[src/spos_pkg.sv]
// Package for the status pin output selector: register map, function codes, input bundles
package spos_pkg;

    // Register byte offsets on the AXI4-Lite bus
    localparam logic [11:0] SPOS_FUNC_SEL_OFFSET = 12'h000;
    localparam logic [11:0] SPOS_PIN_STATE_OFFSET = 12'h004;
    localparam int SPOS_ADDR_WIDTH = 12;

    // Field layout and reset values
    localparam int SPOS_FUNC_CODE_LSB = 0;
    localparam int SPOS_FUNC_CODE_MSB = 7;
    localparam int SPOS_PIN_LEVEL_BIT = 0;
    localparam int SPOS_RESERVED_BIT = 1;
    localparam logic [7:0] SPOS_FUNC_CODE_RESET = 8'h00;
    localparam logic SPOS_PIN_INACTIVE = 1'b0;

    // AXI responses
    localparam logic [1:0] SPOS_RESP_OKAY = 2'h0;
    localparam logic [1:0] SPOS_RESP_DECERR = 2'h3;

    // Function codes steering the multifunction pin
    localparam logic [7:0] SPOS_CODE_CONV1_ACTIVE = 8'h2F;
    localparam logic [7:0] SPOS_CODE_CH0_PHASE_LOCK = 8'h30;
    localparam logic [7:0] SPOS_CODE_CH0_FREQ_LOCK = 8'h31;
    localparam logic [7:0] SPOS_CODE_CH0_ALOOP_LOCK = 8'h32;
    localparam logic [7:0] SPOS_CODE_CH0_ALOOP_CAL = 8'h33;
    localparam logic [7:0] SPOS_CODE_CH0_HOLDOVER = 8'h36;
    localparam logic [7:0] SPOS_CODE_CH0_SWITCHING = 8'h37;
    localparam logic [7:0] SPOS_CODE_CH0_HIST_AVAIL = 8'h38;
    localparam logic [7:0] SPOS_CODE_CH0_HIST_UPD = 8'h39;
    localparam logic [7:0] SPOS_CODE_CH0_CLAMP = 8'h3A;
    localparam logic [7:0] SPOS_CODE_CH0_SLEW = 8'h3B;
    localparam logic [7:0] SPOS_CODE_CH0_DIST_SYNC = 8'h3C;
    localparam logic [7:0] SPOS_CODE_CH0_PHASE_STEP = 8'h3E;
    localparam logic [7:0] SPOS_CODE_CH0_FACQ_ACTIVE = 8'h3F;
    localparam logic [7:0] SPOS_CODE_CH0_FACQ_DONE = 8'h40;
    localparam logic [7:0] SPOS_CODE_CH0_DIV_RESYNC = 8'h41;
    localparam logic [7:0] SPOS_CODE_CH0_DIST_SLEW = 8'h42;
    localparam logic [7:0] SPOS_CODE_CH0_DIST_CFG_ERR = 8'h43;
    localparam logic [7:0] SPOS_CODE_CH1_PHASE_LOCK = 8'h50;
    localparam logic [7:0] SPOS_CODE_CH1_FREQ_LOCK = 8'h51;
    localparam logic [7:0] SPOS_CODE_CH1_ALOOP_LOCK = 8'h52;
    localparam logic [7:0] SPOS_CODE_CH1_ALOOP_CAL = 8'h53;
    localparam logic [7:0] SPOS_CODE_CH1_TRACKING = 8'h54;
    localparam logic [7:0] SPOS_CODE_CH1_FREERUN = 8'h55;
    localparam logic [7:0] SPOS_CODE_CH1_HOLDOVER = 8'h56;
    localparam logic [7:0] SPOS_CODE_CH1_SWITCHING = 8'h57;
    localparam logic [7:0] SPOS_CODE_CH1_HIST_AVAIL = 8'h58;
    localparam logic [7:0] SPOS_CODE_CH1_HIST_UPD = 8'h59;
    localparam logic [7:0] SPOS_CODE_CH1_CLAMP = 8'h5A;
    localparam logic [7:0] SPOS_CODE_CH1_SLEW = 8'h5B;
    localparam logic [7:0] SPOS_CODE_CH1_DIST_SYNC = 8'h5C;
    localparam logic [7:0] SPOS_CODE_CH1_PHASE_STEP = 8'h5E;
    localparam logic [7:0] SPOS_CODE_CH1_FACQ_ACTIVE = 8'h5F;
    localparam logic [7:0] SPOS_CODE_CH1_FACQ_DONE = 8'h60;
    localparam logic [7:0] SPOS_CODE_CH1_DIV_RESYNC = 8'h61;
    localparam logic [7:0] SPOS_CODE_CH1_DIST_SLEW = 8'h62;
    localparam logic [7:0] SPOS_CODE_CH1_DIST_CFG_ERR = 8'h63;
    localparam logic [7:0] SPOS_CODE_OSC0_FUND = 8'h70;
    localparam logic [7:0] SPOS_CODE_OSC0_TAGGED = 8'h71;
    localparam logic [7:0] SPOS_CODE_OSC1_FUND = 8'h72;
    localparam logic [7:0] SPOS_CODE_OSC1_TAGGED = 8'h73;
    localparam logic [7:0] SPOS_CODE_AUX_REF_FAULT = 8'h75;
    localparam logic [7:0] SPOS_CODE_STAMP0_READY = 8'h78;
    localparam logic [7:0] SPOS_CODE_STAMP1_READY = 8'h79;

    // Status and event bundle of one digital loop channel
    typedef struct packed {
        logic phase_lock;
        logic freq_lock;
        logic analog_loop_lock;
        logic analog_loop_cal;
        logic tracking;
        logic freerun;
        logic holdover;
        logic switching;
        logic hist_avail;
        logic hist_updated;
        logic freq_clamp;
        logic slew_limit;
        logic dist_sync;
        logic phase_step;
        logic facq_active;
        logic facq_done;
        logic div_resync;
        logic dist_slew;
        logic dist_cfg_err;
    } spos_channel_type;

    // Auxiliary sources: converter, oscillators, aux loop, timestamps
    typedef struct packed {
        logic conv1_active;
        logic osc0_fund;
        logic osc0_tagged;
        logic osc1_fund;
        logic osc1_tagged;
        logic aux_ref_fault;
        logic stamp0_ready;
        logic stamp1_ready;
    } spos_aux_type;

endpackage

[src/spos_selector.sv]
// Multifunction status pin selector with AXI4-Lite register slave
// Function
// - 0x2F drives time_converter 1 activity
// - 0x30-0x33 channel 0 lock and calibration
// - 0x36/0x37 channel 0 holdover and switching
// - 0x38/0x3A/0x3B history, clamp, slew channel 0
// - 0x39 channel 0 history updated event
// - 0x3E phase step, 0x3F fast acquisition
// - Channel 0 fast acquisition complete selectable
// - 0x41 channel 0 divider resync event
// - 0x42/0x43 channel 0 distribution events
// - Channel 0 distribution sync event selectable
// - 0x50-0x53 channel 1 lock and calibration
// - 0x54 tracking, 0x55 freerun channel 1
// - 0x56/0x57 channel 1 holdover and switching
// - 0x58-0x5B channel 1 history, clamp, slew
// - 0x5C distribution sync, 0x5E phase step
// - 0x5F/0x60 fast acquisition, 0x61 resync
// - 0x62/0x63 channel 1 distribution events
// - 0x70-0x73 auxiliary oscillator outputs
// - 0x75 auxiliary loop reference fault
// - 0x78/0x79 timestamp code available
`timescale 1ns/1ps
`default_nettype none

module spos_selector
    import spos_pkg::*;
(
    // Clock and reset
    input wire logic aclk,
    input wire logic aresetn,
    // AXI4-Lite write address channel
    input wire logic [SPOS_ADDR_WIDTH-1:0] s_axi_awaddr,
    input wire logic [2:0] s_axi_awprot,
    input wire logic s_axi_awvalid,
    output logic s_axi_awready,
    // AXI4-Lite write data channel
    input wire logic [31:0] s_axi_wdata,
    input wire logic [3:0] s_axi_wstrb,
    input wire logic s_axi_wvalid,
    output logic s_axi_wready,
    // AXI4-Lite write response channel
    output logic [1:0] s_axi_bresp,
    output logic s_axi_bvalid,
    input wire logic s_axi_bready,
    // AXI4-Lite read address channel
    input wire logic [SPOS_ADDR_WIDTH-1:0] s_axi_araddr,
    input wire logic [2:0] s_axi_arprot,
    input wire logic s_axi_arvalid,
    output logic s_axi_arready,
    // AXI4-Lite read data channel
    output logic [31:0] s_axi_rdata,
    output logic [1:0] s_axi_rresp,
    output logic s_axi_rvalid,
    input wire logic s_axi_rready,
    // Internal status sources, same clock domain
    input wire spos_channel_type channel_0,
    input wire spos_channel_type channel_1,
    input wire spos_aux_type aux_status,
    // Pin
    output logic multifunction_pin
);

    logic [7:0] func_code;
    logic aw_got;
    logic w_got;
    logic [SPOS_ADDR_WIDTH-1:0] wr_addr;
    logic [31:0] wr_data;
    logic [3:0] wr_strb;
    logic wr_fire;
    logic code_reserved;
    logic next_pin;
    logic next_reserved;

    // Word-aligned decode shared by both paths
    function automatic logic is_reg(input logic [SPOS_ADDR_WIDTH-1:0] addr,
                                    input logic [SPOS_ADDR_WIDTH-1:0] offs);
        is_reg = (addr[SPOS_ADDR_WIDTH-1:2] == offs[SPOS_ADDR_WIDTH-1:2]);
    endfunction

    assign wr_fire = aw_got && w_got && !s_axi_bvalid;

    // Write address and data capture, in either order
    always_ff @(posedge aclk) begin
        if (!aresetn) begin
            s_axi_awready <= 1'b0;
            s_axi_wready <= 1'b0;
            aw_got <= 1'b0;
            w_got <= 1'b0;
            wr_addr <= '0;
            wr_data <= '0;
            wr_strb <= '0;
        end else begin
            if (s_axi_awvalid && s_axi_awready) begin
                aw_got <= 1'b1;
                wr_addr <= s_axi_awaddr;
                s_axi_awready <= 1'b0;
            end else if (!aw_got && !s_axi_bvalid && !wr_fire) begin
                s_axi_awready <= 1'b1;
            end
            if (s_axi_wvalid && s_axi_wready) begin
                w_got <= 1'b1;
                wr_data <= s_axi_wdata;
                wr_strb <= s_axi_wstrb;
                s_axi_wready <= 1'b0;
            end else if (!w_got && !s_axi_bvalid && !wr_fire) begin
                s_axi_wready <= 1'b1;
            end
            if (wr_fire) begin
                aw_got <= 1'b0;
                w_got <= 1'b0;
            end
        end
    end

    // Write response once both halves are in
    always_ff @(posedge aclk) begin
        if (!aresetn) begin
            s_axi_bvalid <= 1'b0;
            s_axi_bresp <= SPOS_RESP_OKAY;
        end else if (wr_fire) begin
            s_axi_bvalid <= 1'b1;
            s_axi_bresp <= is_reg(wr_addr, SPOS_FUNC_SEL_OFFSET) ||
                           is_reg(wr_addr, SPOS_PIN_STATE_OFFSET) ?
                           SPOS_RESP_OKAY : SPOS_RESP_DECERR;
        end else if (s_axi_bready) begin
            s_axi_bvalid <= 1'b0;
        end
    end

    // Function code register, byte lane 0
    always_ff @(posedge aclk) begin
        if (!aresetn) begin
            func_code <= SPOS_FUNC_CODE_RESET;
        end else if (wr_fire && wr_strb[0] && is_reg(wr_addr, SPOS_FUNC_SEL_OFFSET)) begin
            func_code <= wr_data[SPOS_FUNC_CODE_MSB:SPOS_FUNC_CODE_LSB];
        end
    end

    // Read channel: one cycle from address to data
    always_ff @(posedge aclk) begin
        if (!aresetn) begin
            s_axi_arready <= 1'b0;
            s_axi_rvalid <= 1'b0;
            s_axi_rdata <= '0;
            s_axi_rresp <= SPOS_RESP_OKAY;
        end else if (s_axi_arvalid && s_axi_arready) begin
            s_axi_arready <= 1'b0;
            s_axi_rvalid <= 1'b1;
            s_axi_rdata <= '0;
            s_axi_rresp <= SPOS_RESP_OKAY;
            if (is_reg(s_axi_araddr, SPOS_FUNC_SEL_OFFSET)) begin
                s_axi_rdata[SPOS_FUNC_CODE_MSB:SPOS_FUNC_CODE_LSB] <= func_code;
            end else if (is_reg(s_axi_araddr, SPOS_PIN_STATE_OFFSET)) begin
                s_axi_rdata[SPOS_PIN_LEVEL_BIT] <= multifunction_pin;
                s_axi_rdata[SPOS_RESERVED_BIT] <= code_reserved;
            end else begin
                s_axi_rresp <= SPOS_RESP_DECERR;
            end
        end else if (s_axi_rvalid) begin
            if (s_axi_rready) begin
                s_axi_rvalid <= 1'b0;
            end
        end else begin
            s_axi_arready <= 1'b1;
        end
    end

    // Source selection from the function code
    always_comb begin
        next_pin = SPOS_PIN_INACTIVE;
        next_reserved = 1'b0;
        case (func_code)
            SPOS_CODE_CONV1_ACTIVE: next_pin = aux_status.conv1_active;
            SPOS_CODE_CH0_PHASE_LOCK: next_pin = channel_0.phase_lock;
            SPOS_CODE_CH0_FREQ_LOCK: next_pin = channel_0.freq_lock;
            SPOS_CODE_CH0_ALOOP_LOCK: next_pin = channel_0.analog_loop_lock;
            SPOS_CODE_CH0_ALOOP_CAL: next_pin = channel_0.analog_loop_cal;
            SPOS_CODE_CH0_HOLDOVER: next_pin = channel_0.holdover;
            SPOS_CODE_CH0_SWITCHING: next_pin = channel_0.switching;
            SPOS_CODE_CH0_HIST_AVAIL: next_pin = channel_0.hist_avail;
            SPOS_CODE_CH0_HIST_UPD: next_pin = channel_0.hist_updated;
            SPOS_CODE_CH0_CLAMP: next_pin = channel_0.freq_clamp;
            SPOS_CODE_CH0_SLEW: next_pin = channel_0.slew_limit;
            SPOS_CODE_CH0_DIST_SYNC: next_pin = channel_0.dist_sync;
            SPOS_CODE_CH0_PHASE_STEP: next_pin = channel_0.phase_step;
            SPOS_CODE_CH0_FACQ_ACTIVE: next_pin = channel_0.facq_active;
            SPOS_CODE_CH0_FACQ_DONE: next_pin = channel_0.facq_done;
            SPOS_CODE_CH0_DIV_RESYNC: next_pin = channel_0.div_resync;
            SPOS_CODE_CH0_DIST_SLEW: next_pin = channel_0.dist_slew;
            SPOS_CODE_CH0_DIST_CFG_ERR: next_pin = channel_0.dist_cfg_err;
            SPOS_CODE_CH1_PHASE_LOCK: next_pin = channel_1.phase_lock;
            SPOS_CODE_CH1_FREQ_LOCK: next_pin = channel_1.freq_lock;
            SPOS_CODE_CH1_ALOOP_LOCK: next_pin = channel_1.analog_loop_lock;
            SPOS_CODE_CH1_ALOOP_CAL: next_pin = channel_1.analog_loop_cal;
            SPOS_CODE_CH1_TRACKING: next_pin = channel_1.tracking;
            SPOS_CODE_CH1_FREERUN: next_pin = channel_1.freerun;
            SPOS_CODE_CH1_HOLDOVER: next_pin = channel_1.holdover;
            SPOS_CODE_CH1_SWITCHING: next_pin = channel_1.switching;
            SPOS_CODE_CH1_HIST_AVAIL: next_pin = channel_1.hist_avail;
            SPOS_CODE_CH1_HIST_UPD: next_pin = channel_1.hist_updated;
            SPOS_CODE_CH1_CLAMP: next_pin = channel_1.freq_clamp;
            SPOS_CODE_CH1_SLEW: next_pin = channel_1.slew_limit;
            SPOS_CODE_CH1_DIST_SYNC: next_pin = channel_1.dist_sync;
            SPOS_CODE_CH1_PHASE_STEP: next_pin = channel_1.phase_step;
            SPOS_CODE_CH1_FACQ_ACTIVE: next_pin = channel_1.facq_active;
            SPOS_CODE_CH1_FACQ_DONE: next_pin = channel_1.facq_done;
            SPOS_CODE_CH1_DIV_RESYNC: next_pin = channel_1.div_resync;
            SPOS_CODE_CH1_DIST_SLEW: next_pin = channel_1.dist_slew;
            SPOS_CODE_CH1_DIST_CFG_ERR: next_pin = channel_1.dist_cfg_err;
            SPOS_CODE_OSC0_FUND: next_pin = aux_status.osc0_fund;
            SPOS_CODE_OSC0_TAGGED: next_pin = aux_status.osc0_tagged;
            SPOS_CODE_OSC1_FUND: next_pin = aux_status.osc1_fund;
            SPOS_CODE_OSC1_TAGGED: next_pin = aux_status.osc1_tagged;
            SPOS_CODE_AUX_REF_FAULT: next_pin = aux_status.aux_ref_fault;
            SPOS_CODE_STAMP0_READY: next_pin = aux_status.stamp0_ready;
            SPOS_CODE_STAMP1_READY: next_pin = aux_status.stamp1_ready;
            default: begin
                next_pin = SPOS_PIN_INACTIVE;
                next_reserved = 1'b1;
            end
        endcase
    end

    // Registered pin driver; an event pulse appears one cycle late
    always_ff @(posedge aclk) begin
        if (!aresetn) begin
            multifunction_pin <= SPOS_PIN_INACTIVE;
            code_reserved <= 1'b1;
        end else begin
            multifunction_pin <= next_pin;
            code_reserved <= next_reserved;
        end
    end

endmodule

`default_nettype wire

[config.mk]
export PLATFORM = sky130hd
export DESIGN_NAME = spos_selector
export DESIGN_NICKNAME = d
export VERILOG_FILES = /design/src/spos_pkg.sv /design/src/spos_selector.sv
export SDC_FILE = /design/constraint.sdc
export NUM_CORES = 1
export LEC_CHECK = 0
export ABC_AREA = 0
export BUFFER_PORTS_ARGS = -buffer_cell sky130_fd_sc_hd__buf_4
export CAP_MARGIN = 20
export CELL_PAD_IN_SITES_DETAIL_PLACEMENT = 0
export CELL_PAD_IN_SITES_GLOBAL_PLACEMENT = 1
export CORE_MARGIN = 1
export CORE_UTILIZATION = 33
export CTS_CLUSTER_DIAMETER = 80
export DETAILED_ROUTE_END_ITERATION = 10
export PLACE_DENSITY_LB_ADDON = 0.1
export SLEW_MARGIN = 10
export SYNTH_ARGS = -nofsm -noshare
export SYNTH_HDL_FRONTEND = slang
export SYNTH_SLANG_ARGS = --single-unit
[constraint.sdc]
create_clock -name aclk -period 4.3 [get_ports aclk]
set_input_delay 0.645 -clock aclk [delete_from_list [all_inputs] [get_ports aclk]]
set_output_delay 0.645 -clock aclk [all_outputs]
set_load 0.01 [all_outputs]
==> metrics.txt <==
outcome=finished clean; Worst VDD drop=173 uV; most common cell after layout, fill and taps aside=buf_4; fillcell total=881; max-slew violations=0; Power Density=236 nW/um2; grt ovf=0; wire per inst=13.1 um; FFs w/ async S/R, synth=0%; final setup fails=0; DR iter-0 viols=110; Clock Skews=0.00387 ns; largest net degree at the start of global routing=46; Die Wd=94.2 um; CTS Root Cell=clkbuf_8; CP endpoint kind=flip-flop; cts bufs inserted=5; vias per inst=4.95; Worst Path Max Fanout=28; Yosys cell types=57; r2r setup slk=1.93 ns; worst hold slack=0.464 ns; Initial Util=34.1%; final period utilization=55.1%; Worst-path clk slew=0.08 ns; Post-synth EDFFs=0; worst reg-to-reg path cell count=6; Max H-tree Level=2; post_cts resized=0; Pre-antenna DRT Iters=4; Slew headroom=31.9%; area of the mapped netlist=2800 um2; Hold Path Class=reg -> reg; num rows=33; # IOs=161; final setup TNS=0 ns; die area=8870 um2; hold wc startpoint=wr_data[3]$_SDFFE_PN0P_; Sink Count=46; share of cells above drive strength 1=26.5%; Ys Warns=0; initial antenna violation count=0; Crit path largest cell delay=0.99 ns; CP startpoint kind=flip-flop; min Tclk post-route=2.37 ns; dominant synthesized flop cell=dfxtp_1; Clk pwr share=31.5%; Switching Power=0.000199 W; Worst-Skew Late Latency=0.29 ns; detailed placement HPWL=5040 um; Seq pwr share=53.5%; Hold EP=wr_data[3]$_SDFFE_PN0P_; Yosys reg bits=46; ANT nets after route=0; via count=2651; switching share of power=23.6%; Post-Route Utilization=43.4%; unrepaired setup endpoints after global routing=false; cts hold-fix bufs=0; Area Growth Syn to Fin=27.2%; port bufs=97; Gate Count Post-Synth=349; first-pass GRT wire length=11600 um; worst reg2reg endpoint=multifunction_pin$_SDFF_PN0_; CP max-delay cell=dfxtp_1; MaxCap Viol Count=0; GRT Total Usage=16.3%; syn_area_per_cell=8.03 um2; crit path DAT=2.53 ns; core outline area=8220 um2; Routed WL=7020 um; Combinational Power Share=15.0%; worst hold path stage count=2; CTS tree=built; LEAKAGE=1.38 nW; Final Hold Vio Count=0; drc violations=0; commonest non-fill, non-tap cells in the layout=buf_4, nand2_1, dfxtp_1, conb_1, nor2b_1; RR Startpoint=func_code[1]$_SDFFE_PN0P_; Post-CTS Setup Bufs=0; Max clock buf depth=2; antenna fix cells=0; Slew @ Worst Pin=1.02 ns; die height=94.2 um; gpl congestion=0.765; nets=549; Setup CP Type=reg -> reg; Critical Path, Cell by Cell=nor3_1, a221oi_1, a21oi_1, a2111oi_0, o22a_1, a31oi_1; Critical Path RT=4.46 ns; sequential share of the synthesized area=32.8%; Int Pwr=0.000645 W; vias in the first global route=2442; Max Clock Freq=422 MHz; Final Power=0.000844 W
[state kept, by name, summed over array words and instances (netlist names)]
register	count
wr_addr	10
func_code	8
s_axi_rdata	8
wr_data	8
aw_got	1
code_reserved	1
multifunction_pin	1
s_axi_arready	1
s_axi_awready	1
s_axi_bresp	1
s_axi_bvalid	1
s_axi_rresp	1
s_axi_rvalid	1
s_axi_wready	1
w_got	1
wr_strb	1
[power groups by stage]
stage,Combinational [W],Sequential [W],Clock [W]
2_1_floorplan,0.0000712,0.000461,0
3_3_place_gp,0.000127,0.000461,0
3_5_place_dp,0.000128,0.000461,0
4_1_cts,0.000129,0.000452,0.000277
5_1_grt,0.000142,0.000454,0.000301
6_report,0.000127,0.000451,0.000265
[synth_stat cells, drive strengths merged (5+ instances only)]
library cell	n	area, um2
dfxtp	46	921
nor2	14	52.6
nor2b	21	131
a22oi	9	67.6
nand2	54	203
clkbuf	11	41.3
o21ai	10	50.0
nor3	13	65.1
mux2i	18	180
buf	39	263
a21boi	20	150
nand2b	9	56.3
a21oi	9	45.0
nand3	5	25.0
[how the worst max path moves through the flow]
| stage | end | slack, ns | start | cells past startpoint |
|---|---|---|---|---|
| after floorplan | multifunction_pin$_SDFF_PN0_ | 2.58 | channel_1[5] | 6 |
| after global placement | multifunction_pin$_SDFF_PN0_ | 1.88 | func_code[1]$_SDFFE_PN0P_ | 6 |
| after detailed placement | multifunction_pin$_SDFF_PN0_ | 1.90 | func_code[1]$_SDFFE_PN0P_ | 6 |
| after CTS | multifunction_pin$_SDFF_PN0_ | 1.88 | func_code[1]$_SDFFE_PN0P_ | 6 |
| after global routing | multifunction_pin$_SDFF_PN0_ | 1.57 | func_code[1]$_SDFFE_PN0P_ | 6 |
| final | multifunction_pin$_SDFF_PN0_ | 1.93 | func_code[1]$_SDFFE_PN0P_ | 6 |
[area by class of cell]
cell class | count | area, um2 | share of cell area, %
Multi-Input combinational cell | 272 | 1650 | 46.3
Timing Repair Buffer | 101 | 758 | 21.3
Inverter | 4 | 15.0 | 0.421
Clock inverter | 1 | 5.00 | 0.140
Clock buffer | 7 | 86.3 | 2.42
Sequential cell | 46 | 921 | 25.8
Tap cell | 105 | 131 | 3.68
[critical path: cells and delay by family, from the launching register on]
kind,cells,cell delay (ns)
AO/OA/AOI/OAI,5,1.11
flip-flops,1,0.99
AND/OR/NAND/NOR,1,0.15
[stage by stage]
stage	area [um2]	std cells	worst slack, ns
final	3570	536	1.93
after floorplan	2890	372	2.58
after CTS	3570	536	1.88
after global routing	3570	536	1.57
after detailed placement	3480	528	1.90
after global placement	3480	528	1.88
[per-layer routing]
metal  wire length (um)  up-vias  share of wire, %  track usage, %
met5                  0        -                 0               0
met2               3310       76                47            27.7
met4                 85        0               1.2            4.23
met1               3240     1214                46            21.0
li1                   -     1353                 -               -
met3                384        8               5.5            2.83
[kinds of logic (layout without fill, tap and decap cells)]
logic type	Yosys count	in the layout	synth area share [%]
muxes	20	20	7.23
buffers and inverters	54	113	11.4
and+or+nand+nor	148	148	27.8
DFF	46	46	32.8
other	1	24	0.134
AOI/OAI and AO/OA	80	80	20.7
No activity file was read; power rests on OpenSTA's default activity.
